[src/pepw_pkg.sv]
`default_nettype none

package pepw_pkg;

	// =====================================================================
	// Device geometry
	localparam int ADDR_W = 13;
	localparam int DATA_W = 8;
	localparam int PAGE_LSB = 5;
	localparam int PAGE_BYTES = 32;
	localparam int POLL_BIT = 7;

	// =====================================================================
	// Clock and timing
	localparam int CLK_PERIOD_PS = 8000;
	// Least times round up
	localparam int ACCESS_NS = 90;
	localparam int ACCESS_CYC = (ACCESS_NS * 1000 + CLK_PERIOD_PS - 1) / CLK_PERIOD_PS;
	localparam int HIZ_NS = 40;
	localparam int HIZ_CYC = (HIZ_NS * 1000 + CLK_PERIOD_PS - 1) / CLK_PERIOD_PS;
	localparam int PULSE_NS = 80;
	localparam int PULSE_CYC = (PULSE_NS * 1000 + CLK_PERIOD_PS - 1) / CLK_PERIOD_PS;
	localparam int RECOV_NS = 500;
	localparam int RECOV_CYC = (RECOV_NS * 1000 + CLK_PERIOD_PS - 1) / CLK_PERIOD_PS;
	localparam int SETUP_NS = 10;
	localparam int SETUP_CYC = (SETUP_NS * 1000 + CLK_PERIOD_PS - 1) / CLK_PERIOD_PS;
	// Byte load window, longest time rounds down
	localparam int BYTE_LOAD_WINDOW_US = 100;
	localparam int BYTE_LOAD_WINDOW_CYC = BYTE_LOAD_WINDOW_US * 1000000 / CLK_PERIOD_PS;
	localparam int CNT_W = 16;

	// =====================================================================
	// Host commands
	localparam logic [1:0] CMD_READ = 2'h0;
	localparam logic [1:0] CMD_WRITE = 2'h1;
	localparam logic [1:0] CMD_POLL = 2'h2;

endpackage : pepw_pkg

`default_nettype wire

[src/pepw_host.sv]
`timescale 1ns/1ps
`default_nettype none

module pepw_host (
	// Clock and reset
	input wire logic mclk,
	input wire logic rst_n,
	// User command port
	input wire logic cmd_valid,
	output logic cmd_ready,
	input wire logic [1:0] cmd_op,
	input wire logic [12:0] cmd_addr,
	input wire logic [7:0] cmd_wdata,
	input wire logic cmd_last,
	// User read data
	output logic rd_valid,
	input wire logic rd_ready,
	output logic [7:0] rd_data,
	// Status
	output logic busy,
	output logic page_err,
	// Device pins
	output logic [12:0] mem_addr,
	output logic chip_select_n,
	output logic output_drive_enable_n,
	output logic write_strobe_n,
	input wire logic [7:0] mem_dq_i,
	output logic [7:0] mem_dq_o,
	output logic mem_dq_oe
);

	// =====================================================================
	// States
	typedef enum logic [6:0] {
		ST_IDLE = 7'h01,
		ST_RSETUP = 7'h02,
		ST_RHOLD = 7'h04,
		ST_WSETUP = 7'h08,
		ST_WPULSE = 7'h10,
		ST_WRECOV = 7'h20,
		ST_BUSY = 7'h40
	} pepw_state_t;

	pepw_state_t state_r, state_nxt;
	logic [pepw_pkg::CNT_W-1:0] tmr_r, tmr_nxt;
	logic [pepw_pkg::CNT_W-1:0] win_r;
	logic [5:0] loads_r;
	logic [7:0] page_r;
	logic [7:0] last_data_r;
	logic [12:0] last_addr_r;
	logic poll_r;
	logic [7:0] dq_s1_r, dq_s2_r;
	logic [7:0] rdat_r;
	logic rpush_r;
	logic busy_r, page_err_r;
	logic [12:0] addr_r;
	logic cs_n_r, oe_n_r, we_n_r, dq_oe_r;
	logic [7:0] dq_o_r;
	logic buf_ready;

	// =====================================================================
	// Decode
	wire is_write = (cmd_op == pepw_pkg::CMD_WRITE);
	wire is_poll = (cmd_op == pepw_pkg::CMD_POLL);
	wire [7:0] cmd_page = cmd_addr[12:pepw_pkg::PAGE_LSB];
	wire in_page = (loads_r != 6'h00);
	wire page_bad = is_write && in_page && (cmd_page != page_r);
	wire page_full = is_write && (loads_r == 6'(pepw_pkg::PAGE_BYTES));
	// Window still open; next load must fall inside it
	wire win_open = in_page && (win_r < 16'(pepw_pkg::BYTE_LOAD_WINDOW_CYC - 8));
	// While the device programs only poll reads go out
	wire cmd_ok = busy_r ? is_poll : (is_write ? (!page_bad && !page_full) : 1'b1);
	wire accept = cmd_valid && (state_r == ST_IDLE) && buf_ready && (!is_write || !in_page
		|| win_open) && cmd_ok;
	wire tmr_done = (tmr_r == 16'h0000);
	wire poll_done = (dq_s2_r[pepw_pkg::POLL_BIT] == last_data_r[pepw_pkg::POLL_BIT]);

	assign cmd_ready = accept;

	// =====================================================================
	// Next-state logic
	always_comb begin
		state_nxt = state_r;
		tmr_nxt = tmr_done ? tmr_r : tmr_r - 16'h0001;
		case (state_r)
			ST_IDLE: begin
				if (accept) begin
					state_nxt = is_write ? ST_WSETUP : ST_RSETUP;
					tmr_nxt = 16'(pepw_pkg::SETUP_CYC);
				end
			end
			ST_RSETUP: begin
				if (tmr_done) begin
					state_nxt = ST_RHOLD;
					tmr_nxt = 16'(pepw_pkg::ACCESS_CYC + 2);
				end
			end
			ST_RHOLD: begin
				if (tmr_done) begin
					state_nxt = ST_BUSY;
					tmr_nxt = 16'(pepw_pkg::HIZ_CYC);
				end
			end
			ST_WSETUP: begin
				if (tmr_done) begin
					state_nxt = ST_WPULSE;
					tmr_nxt = 16'(pepw_pkg::PULSE_CYC);
				end
			end
			ST_WPULSE: begin
				if (tmr_done) begin
					state_nxt = ST_WRECOV;
					tmr_nxt = 16'(pepw_pkg::RECOV_CYC);
				end
			end
			ST_WRECOV, ST_BUSY: begin
				if (tmr_done) state_nxt = ST_IDLE;
			end
			default: state_nxt = ST_IDLE;
		endcase
	end

	// =====================================================================
	// Sequencer registers
	always_ff @(posedge mclk) begin
		if (!rst_n) begin
			state_r <= ST_IDLE;
			tmr_r <= 16'h0000;
		end else begin
			state_r <= state_nxt;
			tmr_r <= tmr_nxt;
		end
	end

	// Pin drive; reset parks strobes high to inhibit writes
	always_ff @(posedge mclk) begin
		if (!rst_n) begin
			cs_n_r <= 1'b1;
			oe_n_r <= 1'b1;
			we_n_r <= 1'b1;
			dq_oe_r <= 1'b0;
			addr_r <= 13'h0000;
			dq_o_r <= 8'h00;
		end else begin
			if (accept) begin
				// Polls always target the last loaded byte, the only one that inverts
				addr_r <= is_poll ? last_addr_r : cmd_addr;
				dq_o_r <= cmd_wdata;
				cs_n_r <= 1'b0;
				oe_n_r <= is_write;
				dq_oe_r <= is_write;
			end
			// Write strobe falls last, after address settles
			if (state_r == ST_WSETUP && tmr_done) we_n_r <= 1'b0;
			// Strobe rises first; data stays driven through recovery
			if (state_r == ST_WPULSE && tmr_done) we_n_r <= 1'b1;
			if (state_r == ST_WRECOV && tmr_done) begin
				cs_n_r <= 1'b1;
				dq_oe_r <= 1'b0;
				oe_n_r <= 1'b1;
			end
			// Output enable and select rise together to end a read
			if (state_r == ST_RHOLD && tmr_done) begin
				oe_n_r <= 1'b1;
				cs_n_r <= 1'b1;
			end
		end
	end

	// Data pin synchroniser, second stage only is read
	always_ff @(posedge mclk) begin
		dq_s1_r <= mem_dq_i;
		dq_s2_r <= dq_s1_r;
	end

	// Read capture into buffer
	always_ff @(posedge mclk) begin
		if (!rst_n) begin
			rpush_r <= 1'b0;
			rdat_r <= 8'h00;
		end else begin
			rpush_r <= (state_r == ST_RHOLD) && tmr_done;
			if ((state_r == ST_RHOLD) && tmr_done) rdat_r <= dq_s2_r;
		end
	end

	// Page, window and programming tracking
	always_ff @(posedge mclk) begin
		if (!rst_n) begin
			loads_r <= 6'h00;
			page_r <= 8'h00;
			win_r <= 16'h0000;
			busy_r <= 1'b0;
			poll_r <= 1'b0;
			page_err_r <= 1'b0;
			last_data_r <= 8'h00;
			last_addr_r <= 13'h0000;
		end else begin
			page_err_r <= cmd_valid && (page_bad || page_full) && !busy_r;
			if (accept && is_write) begin
				loads_r <= loads_r + 6'h01;
				page_r <= cmd_page;
				last_data_r <= cmd_wdata;
				last_addr_r <= cmd_addr;
				win_r <= 16'h0000;
			end else if (in_page) begin
				if (win_r == 16'(pepw_pkg::BYTE_LOAD_WINDOW_CYC)) begin
					// Silence past the window starts programming
					loads_r <= 6'h00;
					busy_r <= 1'b1;
				end else begin
					win_r <= win_r + 16'h0001;
				end
			end
			// Held through the read so a plain read cannot end programming
			if (accept) poll_r <= is_poll;
			if ((state_r == ST_RHOLD) && tmr_done && busy_r && poll_r && poll_done) begin
				busy_r <= 1'b0;
			end
		end
	end

	pepw_buf u_buf (
		.mclk(mclk),
		.rst_n(rst_n),
		.in_valid(rpush_r),
		.in_ready(buf_ready),
		.in_data(rdat_r),
		.out_valid(rd_valid),
		.out_ready(rd_ready),
		.out_data(rd_data)
	);

	// Outputs straight from flip-flops
	assign busy = busy_r;
	assign page_err = page_err_r;
	assign mem_addr = addr_r;
	assign chip_select_n = cs_n_r;
	assign output_drive_enable_n = oe_n_r;
	assign write_strobe_n = we_n_r;
	assign mem_dq_o = dq_o_r;
	assign mem_dq_oe = dq_oe_r;

	// =====================================================================
	// Checks
	a_write_oe_high: assert property (@(posedge mclk) disable iff (!rst_n)
		!we_n_r |-> (oe_n_r && !cs_n_r && dq_oe_r)) else $error("strobe low without write");
	a_read_no_drive: assert property (@(posedge mclk) disable iff (!rst_n)
		!oe_n_r |-> (!cs_n_r && !dq_oe_r)) else $error("read with data driven");
	a_page_limit: assert property (@(posedge mclk) disable iff (!rst_n)
		loads_r <= 6'(pepw_pkg::PAGE_BYTES)) else $error("page load count above limit");
	a_window_busy: assert property (@(posedge mclk) disable iff (!rst_n)
		(in_page && !accept && win_r == 16'(pepw_pkg::BYTE_LOAD_WINDOW_CYC)) |=> busy_r)
		else $error("window expiry did not mark busy");
	a_busy_poll_only: assert property (@(posedge mclk) disable iff (!rst_n)
		busy_r |-> (we_n_r && !dq_oe_r)) else $error("write driven while busy");
	a_strobe_pulse: assert property (@(posedge mclk) disable iff (!rst_n)
		$fell(we_n_r) |-> !we_n_r [*2]) else $error("strobe pulse too short");
	a_read_end: assert property (@(posedge mclk) disable iff (!rst_n)
		$rose(rpush_r) |-> oe_n_r) else $error("read not ended at capture");
	a_idle_inhibit: assert property (@(posedge mclk) disable iff (!rst_n)
		(state_r == ST_IDLE) |-> (we_n_r && cs_n_r)) else $error("idle without inhibit");
	c_write: cover property (@(posedge mclk) disable iff (!rst_n) accept && is_write);
	c_prog: cover property (@(posedge mclk) disable iff (!rst_n) $rose(busy_r));
	c_done: cover property (@(posedge mclk) disable iff (!rst_n) $fell(busy_r));

endmodule : pepw_host

`default_nettype wire

[src/pepw_buf.sv]
`timescale 1ns/1ps
`default_nettype none

// =========================================================================
// Two-entry buffer for read data toward the user
module pepw_buf (
	// Clock and reset
	input wire logic mclk,
	input wire logic rst_n,
	// Fill side
	input wire logic in_valid,
	output logic in_ready,
	input wire logic [7:0] in_data,
	// Drain side
	output logic out_valid,
	input wire logic out_ready,
	output logic [7:0] out_data
);

	logic [7:0] mem_r [2];
	logic [1:0] cnt_r;
	logic rd_ptr_r;
	logic wr_ptr_r;
	wire push = in_valid && in_ready;
	wire pop = out_valid && out_ready;

	// Honest flags from the occupancy count
	assign in_ready = (cnt_r != 2'h2);
	assign out_valid = (cnt_r != 2'h0);
	assign out_data = mem_r[rd_ptr_r];

	// Pointers and count
	always_ff @(posedge mclk) begin
		if (!rst_n) begin
			cnt_r <= 2'h0;
			rd_ptr_r <= 1'b0;
			wr_ptr_r <= 1'b0;
		end else begin
			if (push) wr_ptr_r <= ~wr_ptr_r;
			if (pop) rd_ptr_r <= ~rd_ptr_r;
			cnt_r <= cnt_r + {1'b0, push} - {1'b0, pop};
		end
	end

	// Storage needs no reset
	always_ff @(posedge mclk) begin
		if (push) mem_r[wr_ptr_r] <= in_data;
	end

	a_buf_no_overflow: assert property (@(posedge mclk) disable iff (!rst_n)
		cnt_r <= 2'h2) else $error("buffer count above two");

endmodule : pepw_buf

`default_nettype wire

[config.mk]
export PLATFORM = sky130hd
export DESIGN_NAME = pepw_host
export DESIGN_NICKNAME = d
export VERILOG_FILES = /design/src/pepw_pkg.sv /design/src/pepw_host.sv /design/src/pepw_buf.sv
export SDC_FILE = /design/constraint.sdc
export NUM_CORES = 1
export LEC_CHECK = 0
export ABC_CLOCK_PERIOD_IN_PS = 3200
export BUFFER_PORTS_ARGS = -buffer_cell sky130_fd_sc_hd__clkbuf_2
export CORE_ASPECT_RATIO = 1.25
export CORE_UTILIZATION = 55
export CTS_BUF_LIST = sky130_fd_sc_hd__clkbuf_2 sky130_fd_sc_hd__clkbuf_4 sky130_fd_sc_hd__clkbuf_8
export DETAILED_ROUTE_END_ITERATION = 7
export GPL_TIMING_DRIVEN = 0
export PLACE_DENSITY = 0.81
export SLEW_MARGIN = 20
export SYNTH_ARGS = -nofsm -noshare
export SYNTH_HDL_FRONTEND = slang
export SYNTH_SLANG_ARGS = --single-unit
[constraint.sdc]
create_clock -name mclk -period 3.2 [get_ports mclk]
set_input_delay 0 -clock mclk [delete_from_list [all_inputs] [get_ports mclk]]
set_output_delay 0 -clock mclk [all_outputs]
set_load 0.02 [all_outputs]
* After elaboration in Yosys (flattened, before gate mapping)
Memory sizes are Yosys's and may differ from the RTL's. A register that Yosys moved wholly into a read port is not among the register bits.
Cells that the tools add are included.
** Cells by class
- Bitwise gates (word level) :: 5
- Add/sub/neg operators :: 5
- Equality and inequality tests :: 20
- Muxes and demuxes :: 25
- Order comparisons :: 1
- Reductions and logical operators :: 44
** Operators with widths (number)
- $mux W16 :: 6
- $pmux W16 S5 :: 1
- $mux W7 :: 6
- $pmux W7 S6 :: 1
- $logic_and A1 B1 Y1 :: 21
- $mux W6 :: 3
- $add A16 B1 Y16 const B :: 1
- $eq A16 B14 Y1 const B :: 1
- $logic_not A16 Y1 :: 1
- $lt A16 B14 Y1 const B :: 1
- $sub A16 B1 Y16 const B :: 1
- $ne A2 B2 Y1 const B :: 7
- $mux W13 :: 1
- $reduce_or A2 Y1 :: 5
- $ne A8 B8 Y1 :: 1
- $eq A7 B1 Y1 const B :: 1
- $eq A7 B2 Y1 const B :: 1
- $eq A7 B3 Y1 const B :: 1
- $eq A7 B4 Y1 const B :: 1
- $eq A7 B5 Y1 const B :: 1
- $eq A7 B6 Y1 const B :: 1
- $eq A7 B7 Y1 const B :: 1
- $add A6 B1 Y6 const B :: 1
- $eq A6 B6 Y1 const B :: 1
- other kinds (16) :: 34
** Storage, ports and cells
- Register bits :: 131
- RAM bits :: 16
- Output and inout port bits :: 37
- Memories :: 1
** Memory list
- u_buf.mem_r :: depth 2, bits a word 8, read ports 1, clocked after Yosys merged registers in 1, write ports 1, RTL line pepw_buf.sv:20 : logic [7:0] mem_r [2];

* Longest topological paths before layout
Gate-level depths: netlist (run 1).
- Depth after elaboration :: 11
- Mapped depth :: 9

* Modules after synthesis
A second synthesis (run 1) with hierarchy kept.
** Unflattened totals
- Cells, all modules :: 569
- Area total of the unflattened synthesis :: 5621.6 um^2
** Modules (own cells, without submodules)
- pepw_host :: sequential area each 2242.2 um^2, instances 1, cells an instance 520, area an instance 4810.9 um^2
- pepw_buf :: sequential area each 580.6 um^2, instances 1, cells an instance 49, area an instance 810.8 um^2

* Least setup slack after synthesis (run 1)
OpenSTA, ideal clock, no wires.
- Path type :: reg2reg
- Start :: reg loads_r[0]
- End :: reg addr_r[0] (netlist: mem_addr[0])
- Period minus slack after synthesis :: 2184 ps
- Setup time :: 134 ps
- Arrival :: 2050 ps
- Cell stages (with the launch flop) :: 10
- Data required time :: 3066 ps
- Path slack :: 1016 ps
- Cells stage by stage :: dfxtp_1 inv_1 ha_1 or4b_4 o21ai_2 nand2_1 a21o_1 nor2_2 buf_2 a211oi_1
** Between the ends
- Cells in the longest elaborated chain, start to end :: 8
** RTL lines
- start: declaration :: RTL line pepw_host.sv:47 : logic [5:0] loads_r;
- start signal: assignment :: RTL line pepw_host.sv:201 : loads_r <= loads_r + 6'h01;
- $reduce_bool A6 Y1 :: RTL line pepw_host.sv:66 : wire in_page = (loads_r != 6'h00);
- $logic_and A1 B1 Y1 (2 in a row) :: RTL line pepw_host.sv:67 : wire page_bad = is_write && in_page && (cmd_page != page_r);
- $logic_not A1 Y1 :: RTL line pepw_host.sv:72 : wire cmd_ok = busy_r ? is_poll : (is_write ? (!page_bad && !page_full) : 1'b1);
- $logic_and A1 B1 Y1 :: RTL line pepw_host.sv:72
- $mux W1 (2 in a row) :: RTL line pepw_host.sv:72
- $logic_and A1 B1 Y1 (*) :: RTL line pepw_host.sv:74 : || win_open) && cmd_ok;
- net cmd_ready :: RTL line pepw_host.sv:10 : output logic cmd_ready,
- end signal: assignment :: RTL line pepw_host.sv:147 : addr_r <= is_poll ? last_addr_r : cmd_addr;
- end: declaration :: RTL line pepw_host.sv:56 : logic [12:0] addr_r;
Mark *: on every way through the listed nets, which the timed path passes. The rest lies on a longest branch.
A chain may end at the register's enable or synchronous reset.

* Worst setup path in the final report (run 1)
- Start :: reg loads_r[0]
- End :: out cmd_ready
** Between the ends
- Cells in the longest elaborated chain, start to end :: 8
** RTL lines (RTL line)
- $reduce_bool A6 Y1 :: pepw_host.sv:66
- $logic_and A1 B1 Y1 (2 in a row) :: pepw_host.sv:67
- $logic_not A1 Y1 :: pepw_host.sv:72
- $logic_and A1 B1 Y1 :: pepw_host.sv:72
- $mux W1 (2 in a row) :: pepw_host.sv:72
- $logic_and A1 B1 Y1 (*) :: pepw_host.sv:74
- end: declaration :: pepw_host.sv:10
Mark *: on every way between the ends. The rest lies on a longest branch, timed or not.

==> metrics.cfg, run 1 <==
[sta]
fin_ws_ns=0.163
timing.final.crit_share_pct=94.9
rsz0062_at_grt=no
period_minus_slack_ns=3.04
timing.setup.tns_ns=0
drv_slew=0
hold_viol=0
slew_headroom_pct=52.4
fin_skew_ns=0.0145
worst_pin_slew_ns=0.714
fmaxAchievable_mhz=329
setup_viol=0

[routing]
top_layer=met4
route.vias.total=4858
drt_iter0_markers=262
drc=0
dr.pass1.iters=5
via_per_inst=5.57
wl_per_cell_um=15.6
m1WireLength_um=5270
met2_length_um=7200
wl_met3_um=662
ant_nets=0
drt-total-wl_um=13600

[logic_synthesis]
synthArstFlopShare_pct=0
seq_area_frac_synth_pct=49.6
syn-num-nets=652
ys_types=64
synth_cells=606
synth_edf_count=16
ys_ff_latch=133
synth.cell_area_um2=5690
ys_warn_count=0
ys.flop_type=dfxtp_1
synth_area_per_cell_um2=9.39

[setup_path]
critPathCaptureType=primary output
rrSetupSlack_ns=0.58
startpoint=loads_r[0]
critPathRequiredTime_ns=3.20
arrival_ns=3.04
slowest_stage=or4b_4
r2r_start=loads_r[0]
cp_cell_sequence=inv_1, ha_1, or4b_4, o21ai_2, nand2_1, a21o_1, nor2_2, buf_2, clkbuf_2
crit_path_end=cmd_ready
crit_fanout=10
reg2regPathDepth=9
reg2reg_to=mem_addr[2]
crit_path_start_kind=register
crit_path_max_incr_delay_ns=0.49
crit_type=reg2out

[grt]
grt_max_degree=17
grt_first_pass_wirelength_um=21900
grt_usage_pct=26.6
grt_pass1_vias=4729
antenna_found_initial=0
grt_overflow=0

[floorplan]
io_pins=73
core_area_um2=10100
die_area_um2=10800
dieHeight_um=116
initial_core_util_pct=56.6
die_x_um=93.0
num_rows=41

[power]
p_leak_nw=2.81
power_density_nw_per_um2=682
ir_worst_vdd_mv=0.365

[min_path]
holdCritPathClass=in2reg

[placement]
globalplace.congestion=0.881
port_buffers=71
pre_cts_ws_ns=0.632
dpl.hpwl_um=9150

[cts]
cts_buffers=17
htreeDepth=4
cts_root_buf=clkbuf_8
ctsLongestPathBuffers=2
cts_sinks=133
clk_latency_ns=0.46
path_clk_slew_ns=0.09
post_cts_buffers=0
cts_tree=yes

[layout]
nets=776
areaGrowthSynthToFinish_pct=21.9
layout.cells.most_common=dfxtp_1
fill_cells=776
layout-drive-gt1-share_pct=18.2
antennaDiodeCount=0
final_cell_mix=dfxtp_1 (117), nand2_1 (72), clkbuf_2 (71)

[run]
maxCapViolCount=0

[outcome]
status=finished, final reports clean

stage by stage:
step	instances	utilization [%]	instance area [µm²]	total power [mW]	hold slack, ns
after floorplan	606	-	5690	2.98	0.0277
after global routing	872	69.0	6930	4.98	0.165
after detailed placement	806	61.7	6210	3.34	0.106
after CTS	872	69.0	6930	4.73	0.175
after global placement	806	61.7	6210	3.29	0.104
final	872	69.0	6930	4.73	0.190
cell families after synthesis:
| group | share of synthesized area, % |
|---|---|
| xor gates and xnor gates | 7.23 |
| muxes | 4.22 |
| buffers and inverters | 3.41 |
| and+or+nand+nor | 20.1 |
| DFF | 49.6 |
| AOI/OAI and AO/OA | 13.3 |
| adders and majority gates | 2.20 |
worst max-delay path, delay by kind of cell (launching register included):
family,cells,cell delay [ns]
DFF,1,0.35
adders and majority gates,1,0.16
AOI/OAI and AO/OA,2,0.50
buffers and inverters,3,0.57
and+or+nand+nor,3,0.99
synth_stat cells (12+ instances only):
cell,count,area [µm²]
clkbuf_1,21,78.8
o21ai_0,23,115
edfxtp_1,16,480
a211oi_1,17,128
inv_1,14,52.6
a21oi_1,54,270
nor2_1,41,154
nor3_1,23,115
nand2_1,72,270
dfxtp_1,117,2340
xnor2_1,24,210
and3_1,12,75.1
mux2i_1,15,150
nand3_1,27,135
xor2_1,23,201
area by class of cell:
cell class / count / area [µm²] / area share (%)
Tap cell: 129 / 161 / 2.33
Buffer: 33 / 141 / 2.04
Inverter: 14 / 52.6 / 0.758
Multi-Input combinational cell: 426 / 2670 / 38.6
Timing Repair Buffer: 105 / 696 / 10.0
Clock buffer: 17 / 234 / 3.37
Sequential cell: 133 / 2820 / 40.7
Clock inverter: 15 / 153 / 2.20
flip-flops by register name, summed over array words and instances (netlist names), 5 cells and up, named ones only:
name and count:
u_buf.mem_r 16, win_r 16, state_r 7, mem_dq_o 8, rdat_r 8, page_r 8
tmr_r 16, loads_r 6, mem_addr 13, dq_s1_r 8, last_addr_r 5, dq_s2_r 8
how the worst min path moves through the flow:
stage                      from    endpoint  depth (start not counted)
floorplan           mem_dq_i[0]  dq_s1_r[0]                          0
global placement    mem_dq_i[7]  dq_s1_r[7]                          1
detailed placement  mem_dq_i[7]  dq_s1_r[7]                          1
CTS                 mem_dq_i[6]  dq_s1_r[6]                          2
global route        mem_dq_i[1]  dq_s1_r[1]                          2
finish              mem_dq_i[5]  dq_s1_r[5]                          2
repair_timing:
item	in CTS	in global routing
hold endpoints to repair	51	0
hold buffers	34	0
gates resized for setup	0	0
per-layer routing:
metal / GRT usage [%] / up-vias
met5: 0 / -
met4: 14.6 / 0
met3: 6.56 / 37
met2: 47.5 / 164
met1: 28.8 / 2273
li1: - / 2384
power breakdown:
group          internal, mW  switching, mW  leakage (nW)
Sequential             1.84          0.122          1.11
Clock                 0.585          0.779         0.190
Combinational         0.545          0.855          1.52
Total                  2.97           1.76          2.81
No activity file was read; power rests on OpenSTA's default activity.
==> run 2, diff against run 1 <==
Settings changed: CELL_PAD_IN_SITES_DETAIL_PLACEMENT set to 1, CELL_PAD_IN_SITES_GLOBAL_PLACEMENT set to 1, CORE_MARGIN set to 2, CORE_UTILIZATION 55 to 49, GPL_ROUTABILITY_DRIVEN set to 0, PLACE_DENSITY 0.81 to 0.92.
==> run 2 against run 1 <==
Final cell count grew 1.3%. Wire length grew 46%. Global-route usage grew 6.5 points. Register-to-register slack lost 0.33 ns. Combinational power grew 7%. Fmax grew 1.7%. Clock-buffer cell count is the same. Non-clock buffer count grew 1. Largest cell class unchanged.
==> metrics.cfg, run 2 (same netlist as run 1, synthesis figures left out) <==
[cts]
cts_tree=yes  ; unchanged
cts_buffers=17  ; unchanged
path_clk_slew_ns=0.10  ; was 0.09 ns
cts_sinks=133  ; unchanged
cts_root_buf=clkbuf_8  ; unchanged
clk_latency_ns=0.47  ; was 0.46 ns
ctsLongestPathBuffers=2  ; unchanged
post_cts_buffers=0  ; unchanged
htreeDepth=4  ; unchanged

[power]
pwr-share-seq_pct=40.4  ; was 41.5%
p_leak_nw=2.81  ; about the same
power.share.clock_pct=29.1  ; was 28.8%
power_density_nw_per_um2=708  ; was 682 nW/µm²
switchingPower_mw=1.95  ; was 1.76 mW
ir_worst_vdd_mv=0.380  ; was 0.365 mV
p_int_mw=2.98  ; was 2.97 mW
combPwrFrac_pct=30.5  ; was 29.6%
p_sw_share_pct=39.5  ; was 37.1%

[placement]
pre_cts_ws_ns=0.568  ; was 0.632 ns
port_buffers=71  ; unchanged
dpl.hpwl_um=11200  ; was 9150 µm

[min_path]
hold_end=dq_s1_r[1]  ; was dq_s1_r[5]
holdPathStages=2  ; unchanged
holdCritPathClass=in2reg  ; unchanged
hold_start=mem_dq_i[1]  ; was mem_dq_i[5]

[floorplan]
die_area_um2=12500  ; was 10800 µm²
dieHeight_um=124  ; was 116 µm
num_rows=44  ; was 41
die_x_um=100  ; was 93.0 µm
initial_core_util_pct=49.7  ; was 56.6%
core_area_um2=11500  ; was 10100 µm²
io_pins=73  ; unchanged

[grt]
grt_max_degree=17  ; unchanged
grt_first_pass_wirelength_um=31600  ; was 21900 µm
antenna_found_initial=1  ; was 0
grt_usage_pct=33.1  ; was 26.6%
grt_overflow=0  ; unchanged
grt_pass1_vias=5943  ; was 4729

[setup_path]
rrSetupSlack_ns=0.25  ; was 0.58 ns
arrival_ns=2.99  ; was 3.04 ns
crit_type=reg2out  ; unchanged
slowest_stage=or4b_4  ; unchanged
crit_path_max_incr_delay_ns=0.50  ; was 0.49 ns
crit_path_start_kind=register  ; unchanged
critPathCaptureType=primary output  ; unchanged
cp_cell_sequence=inv_1, ha_1, or4b_4, o21ai_2, nand2_1, a21o_1, nor2_4, buf_2, clkbuf_2  ; was inv_1, ha_1, or4b_4, o21ai_2, nand2_1, a21o_1, nor2_2, buf_2, clkbuf_2
reg2reg_to=last_data_r[7]  ; was mem_addr[2]
crit_fanout=10  ; unchanged
r2r_start=state_r[1]  ; was loads_r[0]
critPathRequiredTime_ns=3.20  ; about the same
reg2regPathDepth=9  ; unchanged

[layout]
layout.cells.most_common=dfxtp_1  ; unchanged
areaGrowthSynthToFinish_pct=22.3  ; was 21.9%
largestRegisters=tmr_r x16, u_buf.mem_r x16, win_r x16  ; unchanged
layout-drive-gt1-share_pct=18.1  ; was 18.2%
nets=777  ; was 776
final_cell_mix=dfxtp_1 (117), nand2_1 (72), clkbuf_2 (71)  ; unchanged
fill_cells=1303  ; was 776

[sta]
worst_pin_slew_ns=0.757  ; was 0.714 ns
drv_slew=0  ; unchanged
hold_viol=0  ; unchanged
fin_skew_ns=0.0208  ; was 0.0145 ns
timing.setup.tns_ns=0  ; unchanged
period_minus_slack_ns=2.99  ; was 3.04 ns
fmaxAchievable_mhz=335  ; was 329 MHz
rsz0062_at_grt=no  ; unchanged
fin_ws_ns=0.213  ; was 0.163 ns
timing.final.crit_share_pct=93.3  ; was 94.9%
slew_headroom_pct=49.5  ; was 52.4%
setup_viol=0  ; unchanged

[run]
maxCapViolCount=0  ; unchanged

[routing]
route.vias.total=5344  ; was 4858
via_per_inst=6.05  ; was 5.57
ant_nets=0  ; unchanged
drc=0  ; unchanged
drt-total-wl_um=19900  ; was 13600 µm
dr.pass1.iters=5  ; unchanged
drt_iter0_markers=236  ; was 262
wl_per_cell_um=22.5  ; was 15.6 µm

[outcome]
status=finished, final reports clean  ; unchanged

[run 2: cell count changes in the layout (fill, tap and decap cells not counted), sizes merged]
cell and change:
diode +1, dlygate4sd3 +1
[run 2: worst max-delay path by stage]
stage	endpoint	cells past startpoint	from	slack, ns
CTS	cmd_ready	9	loads_r[0]	0.13
floorplan	mem_addr[0]	9	loads_r[0]	1.02
global route	cmd_ready	9	loads_r[0]	0.07
finish	cmd_ready	9	loads_r[0]	0.21
detailed placement	mem_addr[2]	9	loads_r[0]	0.57
global placement	mem_addr[4]	9	loads_r[0]	0.69
[run 2: layout make-up]
cell class | count | area, µm² | area share (%)
Antenna cell | 1 | 2.50 | 0.0360
Buffer | 33 | 141 | 2.03
Clock buffer | 17 | 234 | 3.36
Clock inverter | 15 | 150 | 2.16
Inverter | 14 | 52.6 | 0.755
Multi-Input combinational cell | 426 | 2680 | 38.5
Sequential cell | 133 | 2820 | 40.6
Tap cell | 138 | 173 | 2.48
Timing Repair Buffer | 106 | 706 | 10.1
[run 2: power groups by stage]
stage / Combinational, mW / Clock, mW / Sequential, mW
after floorplan: 0.917 / 0 / 2.06
after global routing: 1.62 / 1.52 / 2.01
after global placement: 1.30 / 0 / 1.99
final: 1.50 / 1.43 / 1.99
after CTS: 1.45 / 1.39 / 1.98
after detailed placement: 1.38 / 0 / 2.01
[run 2: stage by stage]
step                      cell area, µm²  hold slack, ns  util, %  std cells  power [mW]
after floorplan                     5690          0.0277        -        606        2.98
after global placement              6220           0.104     54.3        815        3.29
after detailed placement            6220           0.105     54.3        815        3.39
after CTS                           6950           0.172     60.7        882        4.81
after global routing                6960           0.177     60.8        883        5.14
final                               6960           0.180     60.8        883        4.93
[run 2: routing by layer]
| layer | wire (µm) | global-route usage [%] | vias up |
|---|---|---|---|
| li1 | - | - | 2381 |
| met1 | 6880 | 33.3 | 2632 |
| met2 | 10700 | 60.0 | 240 |
| met3 | 996 | 6.62 | 91 |
| met4 | 1250 | 21.8 | 0 |
| met5 | 0 | 0 | - |
[run 2: timing repair]
action / in CTS / in global routing
hold endpoints to repair: 50 / 0
hold buffers: 35 / 0
endpoints found under the setup margin: 0 / 1
gates resized for setup: 0 / 1
[run 2: critical path: cells and delay by family (launching register included)]
family | cells | cell delay, ns
AOI/OAI and AO/OA | 2 | 0.54
adders and majority gates | 1 | 0.17
buffers and inverters | 3 | 0.55
DFF | 1 | 0.36
and+or+nand+nor | 3 | 0.90
==> run 3, diff against run 2 <==
Settings changed: CORE_UTILIZATION 49 to 48, CTS_BUF_LIST sky130_fd_sc_hd__clkbuf_2 sky130_fd_sc_hd__clkbuf_4 sky130_fd_sc_hd__clkbuf_8 to unset, PLACE_DENSITY 0.92 to 0.9.
==> run 3 against run 2 <==
Non-clock buffer count fell by 2. Critical endpoint unchanged. Critical path depth rose by 1. First-iteration DRC count is 44% higher. Combinational power rose by 5%. Setup slack worse by 0.18 ns. Largest power group is now clock. Core utilization rose by 0.90 points. Clock skew decreased by 0.0027 ns. Fmax fell by 5.5%. Sequential share of layout area down 1.2 points. Total power increased by 13%.
==> metrics.cfg, run 3 (same netlist as run 1, synthesis figures left out) <==
[sta]
slew_headroom_pct=46.2  ; was 49.5%
whs_ns=0.0675  ; was 0.180 ns
drv_slew=0  ; unchanged
worst_pin_slew_ns=0.807  ; was 0.757 ns
rsz0062_at_grt=no  ; unchanged
fmaxAchievable_mhz=316  ; was 335 MHz
hold_viol=0  ; unchanged
fin_skew_ns=0.0181  ; was 0.0208 ns
timing.setup.tns_ns=0  ; unchanged
fin_ws_ns=0.0377  ; was 0.213 ns
setup_viol=0  ; unchanged
period_minus_slack_ns=3.16  ; was 2.99 ns
timing.final.crit_share_pct=98.8  ; was 93.3%

[setup_path]
critPathCaptureType=primary output  ; unchanged
crit_top_cell=clkbuf_2
crit_path_end=cmd_ready  ; unchanged
critPathRequiredTime_ns=3.20  ; about the same
slowest_stage=dlygate4sd3_1  ; was or4b_4
reg2reg_to=page_r[4]  ; was last_data_r[7]
crit_path_max_incr_delay_ns=0.54  ; was 0.50 ns
crit_fanout=10  ; unchanged
startpoint=cmd_op[0]  ; was loads_r[0]
crit_path_start_kind=primary input  ; was register
arrival_ns=3.16  ; was 2.99 ns
rrSetupSlack_ns=0.18  ; was 0.25 ns
r2r_start=state_r[1]  ; unchanged
crit_type=in2out  ; was reg2out
reg2regPathDepth=9  ; unchanged
cp_cell_sequence=dlygate4sd3_1, clkbuf_2, nand2b_1, clkbuf_1, a221oi_1, o2111ai_1, a21o_1, nor2_2, buf_2, clkbuf_2  ; was inv_1, ha_1, or4b_4, o21ai_2, nand2_1, a21o_1, nor2_4, buf_2, clkbuf_2

[layout]
fin_util_pct=61.7  ; was 60.8%
layout.cells.most_common=dfxtp_1  ; unchanged
final_cell_mix=dfxtp_1 (117), nand2_1 (72), clkbuf_2 (71)  ; unchanged
final_cells=904  ; was 883
design_area_um2=7170  ; was 6960 µm²
layout-drive-gt1-share_pct=18.2  ; was 18.1%
largestRegisters=tmr_r x16, u_buf.mem_r x16, win_r x16  ; unchanged
areaGrowthSynthToFinish_pct=25.9  ; was 22.3%
nets=775  ; was 777
fill_cells=1312  ; was 1303
multiInputGateArea_um2=2670  ; was 2680 µm²
ff_latch_area_um2=2820  ; unchanged

[power]
p_int_mw=3.51  ; was 2.98 mW
power.share.clock_pct=36.1  ; was 29.1%
switchingPower_mw=2.07  ; was 1.95 mW
ir_worst_vdd_mv=0.349  ; was 0.380 mV
combPwrFrac_pct=28.1  ; was 30.5%
p_total_mw=5.58  ; was 4.93 mW
pwr-share-seq_pct=35.8  ; was 40.4%
p_sw_share_pct=37.2  ; was 39.5%
p_leak_nw=2.91  ; was 2.81 nW
power_density_nw_per_um2=779  ; was 708 nW/µm²

[grt]
grt_usage_pct=34.7  ; was 33.1%
grt_overflow=0  ; unchanged
grt_first_pass_wirelength_um=33400  ; was 31600 µm
grt_pass1_vias=6176  ; was 5943
antenna_found_initial=1  ; unchanged
grt_max_degree=17  ; unchanged

[placement]
pre_cts_ws_ns=0.620  ; was 0.568 ns
port_buffers=71  ; unchanged
place_inst=838  ; was 815
place_area_um2=6250  ; was 6220 µm²
dpl.hpwl_um=11200  ; about the same

[routing]
ant_nets=0  ; unchanged
via_per_inst=6.06  ; was 6.05
drt-total-wl_um=21700  ; was 19900 µm
route.vias.total=5479  ; was 5344
dr.pass1.iters=5  ; unchanged
wl_per_cell_um=24.0  ; was 22.5 µm
drc=0  ; unchanged
drt_iter0_markers=339  ; was 236

[cts]
ctsLongestPathBuffers=2  ; unchanged
clk_latency_ns=0.44  ; was 0.47 ns
cts_buffers=17  ; unchanged
htreeDepth=4  ; unchanged
cts_tree=yes  ; unchanged
cts_root_buf=clkbuf_16  ; was clkbuf_8
post_cts_buffers=0  ; unchanged
cts_sinks=133  ; unchanged
path_clk_slew_ns=0.06  ; was 0.10 ns

[floorplan]
dieHeight_um=126  ; was 124 µm
io_pins=73  ; unchanged
initial_core_util_pct=49.0  ; was 49.7%
num_rows=44  ; unchanged
core_area_um2=11600  ; was 11500 µm²
die_area_um2=12700  ; was 12500 µm²
die_x_um=101  ; was 100 µm

[outcome]
status=finished, final reports clean  ; unchanged

[min_path]
holdCritPathClass=in2reg  ; unchanged

[run]
maxCapViolCount=0  ; unchanged

run 3: cell count changes in the layout (fill, tap and decap cells not counted):
cell,before,now
clkinv_4,0,2
clkbuf_16,0,17
clkinv_8,1,0
inv_8,6,5
clkinvlp_4,3,1
dlygate4sd3_1,35,33
nor2_4,2,1
clkbuf_8,17,0
bufinv_16,0,1
nor2_2,0,1
clkinv_2,0,1
run 3: timing repair:
item	in CTS	in global routing
endpoints found under the hold margin	47	0
gates resized for setup	0	0
hold buffers	33	0
run 3: worst min-delay path by stage:
stage / cells after the start / from / end
3_3_place_gp: 1 / mem_dq_i[7] / dq_s1_r[7]
2_1_floorplan: 0 / mem_dq_i[0] / dq_s1_r[0]
5_1_grt: 4 / rd_ready / u_buf.rd_ptr_r
3_5_place_dp: 1 / mem_dq_i[7] / dq_s1_r[7]
4_1_cts: 4 / rd_ready / u_buf.rd_ptr_r
6_report: 4 / rd_ready / u_buf.rd_ptr_r
run 3: power by group through the flow:
stage	Sequential [mW]	Combinational (mW)	Clock (mW)
finish	2.00	1.57	2.01
floorplan	2.06	0.917	0
detailed placement	2.01	1.38	0
global placement	1.99	1.31	0
CTS	1.98	1.49	1.98
global route	2.01	1.65	2.08
run 3: final cells by class:
cell class	instances	area share [%]
repair buffers	104	9.57
diodes	1	0.0349
clock inverters	15	2.24
plain buffers	33	1.97
well taps	161	2.81
clock buffers	17	5.94
flip-flops and latches	133	39.4
multi-input cells	426	37.3
inverters	14	0.733
run 3: critical path: cells and delay by family:
family / cells / cell delay (ns)
buf+inv: 5 / 1.46
compound gates: 3 / 1.20
simple gates: 2 / 0.50
run 3: routing by layer:
metal / track usage (%) / part of all wire [%] / up-vias
li1: - / - / 2380
met1: 33.3 / 34 / 2693
met2: 62.4 / 53 / 278
met3: 9.38 / 5.6 / 128
met4: 24.6 / 7.1 / 0
met5: 0 / 0 / -
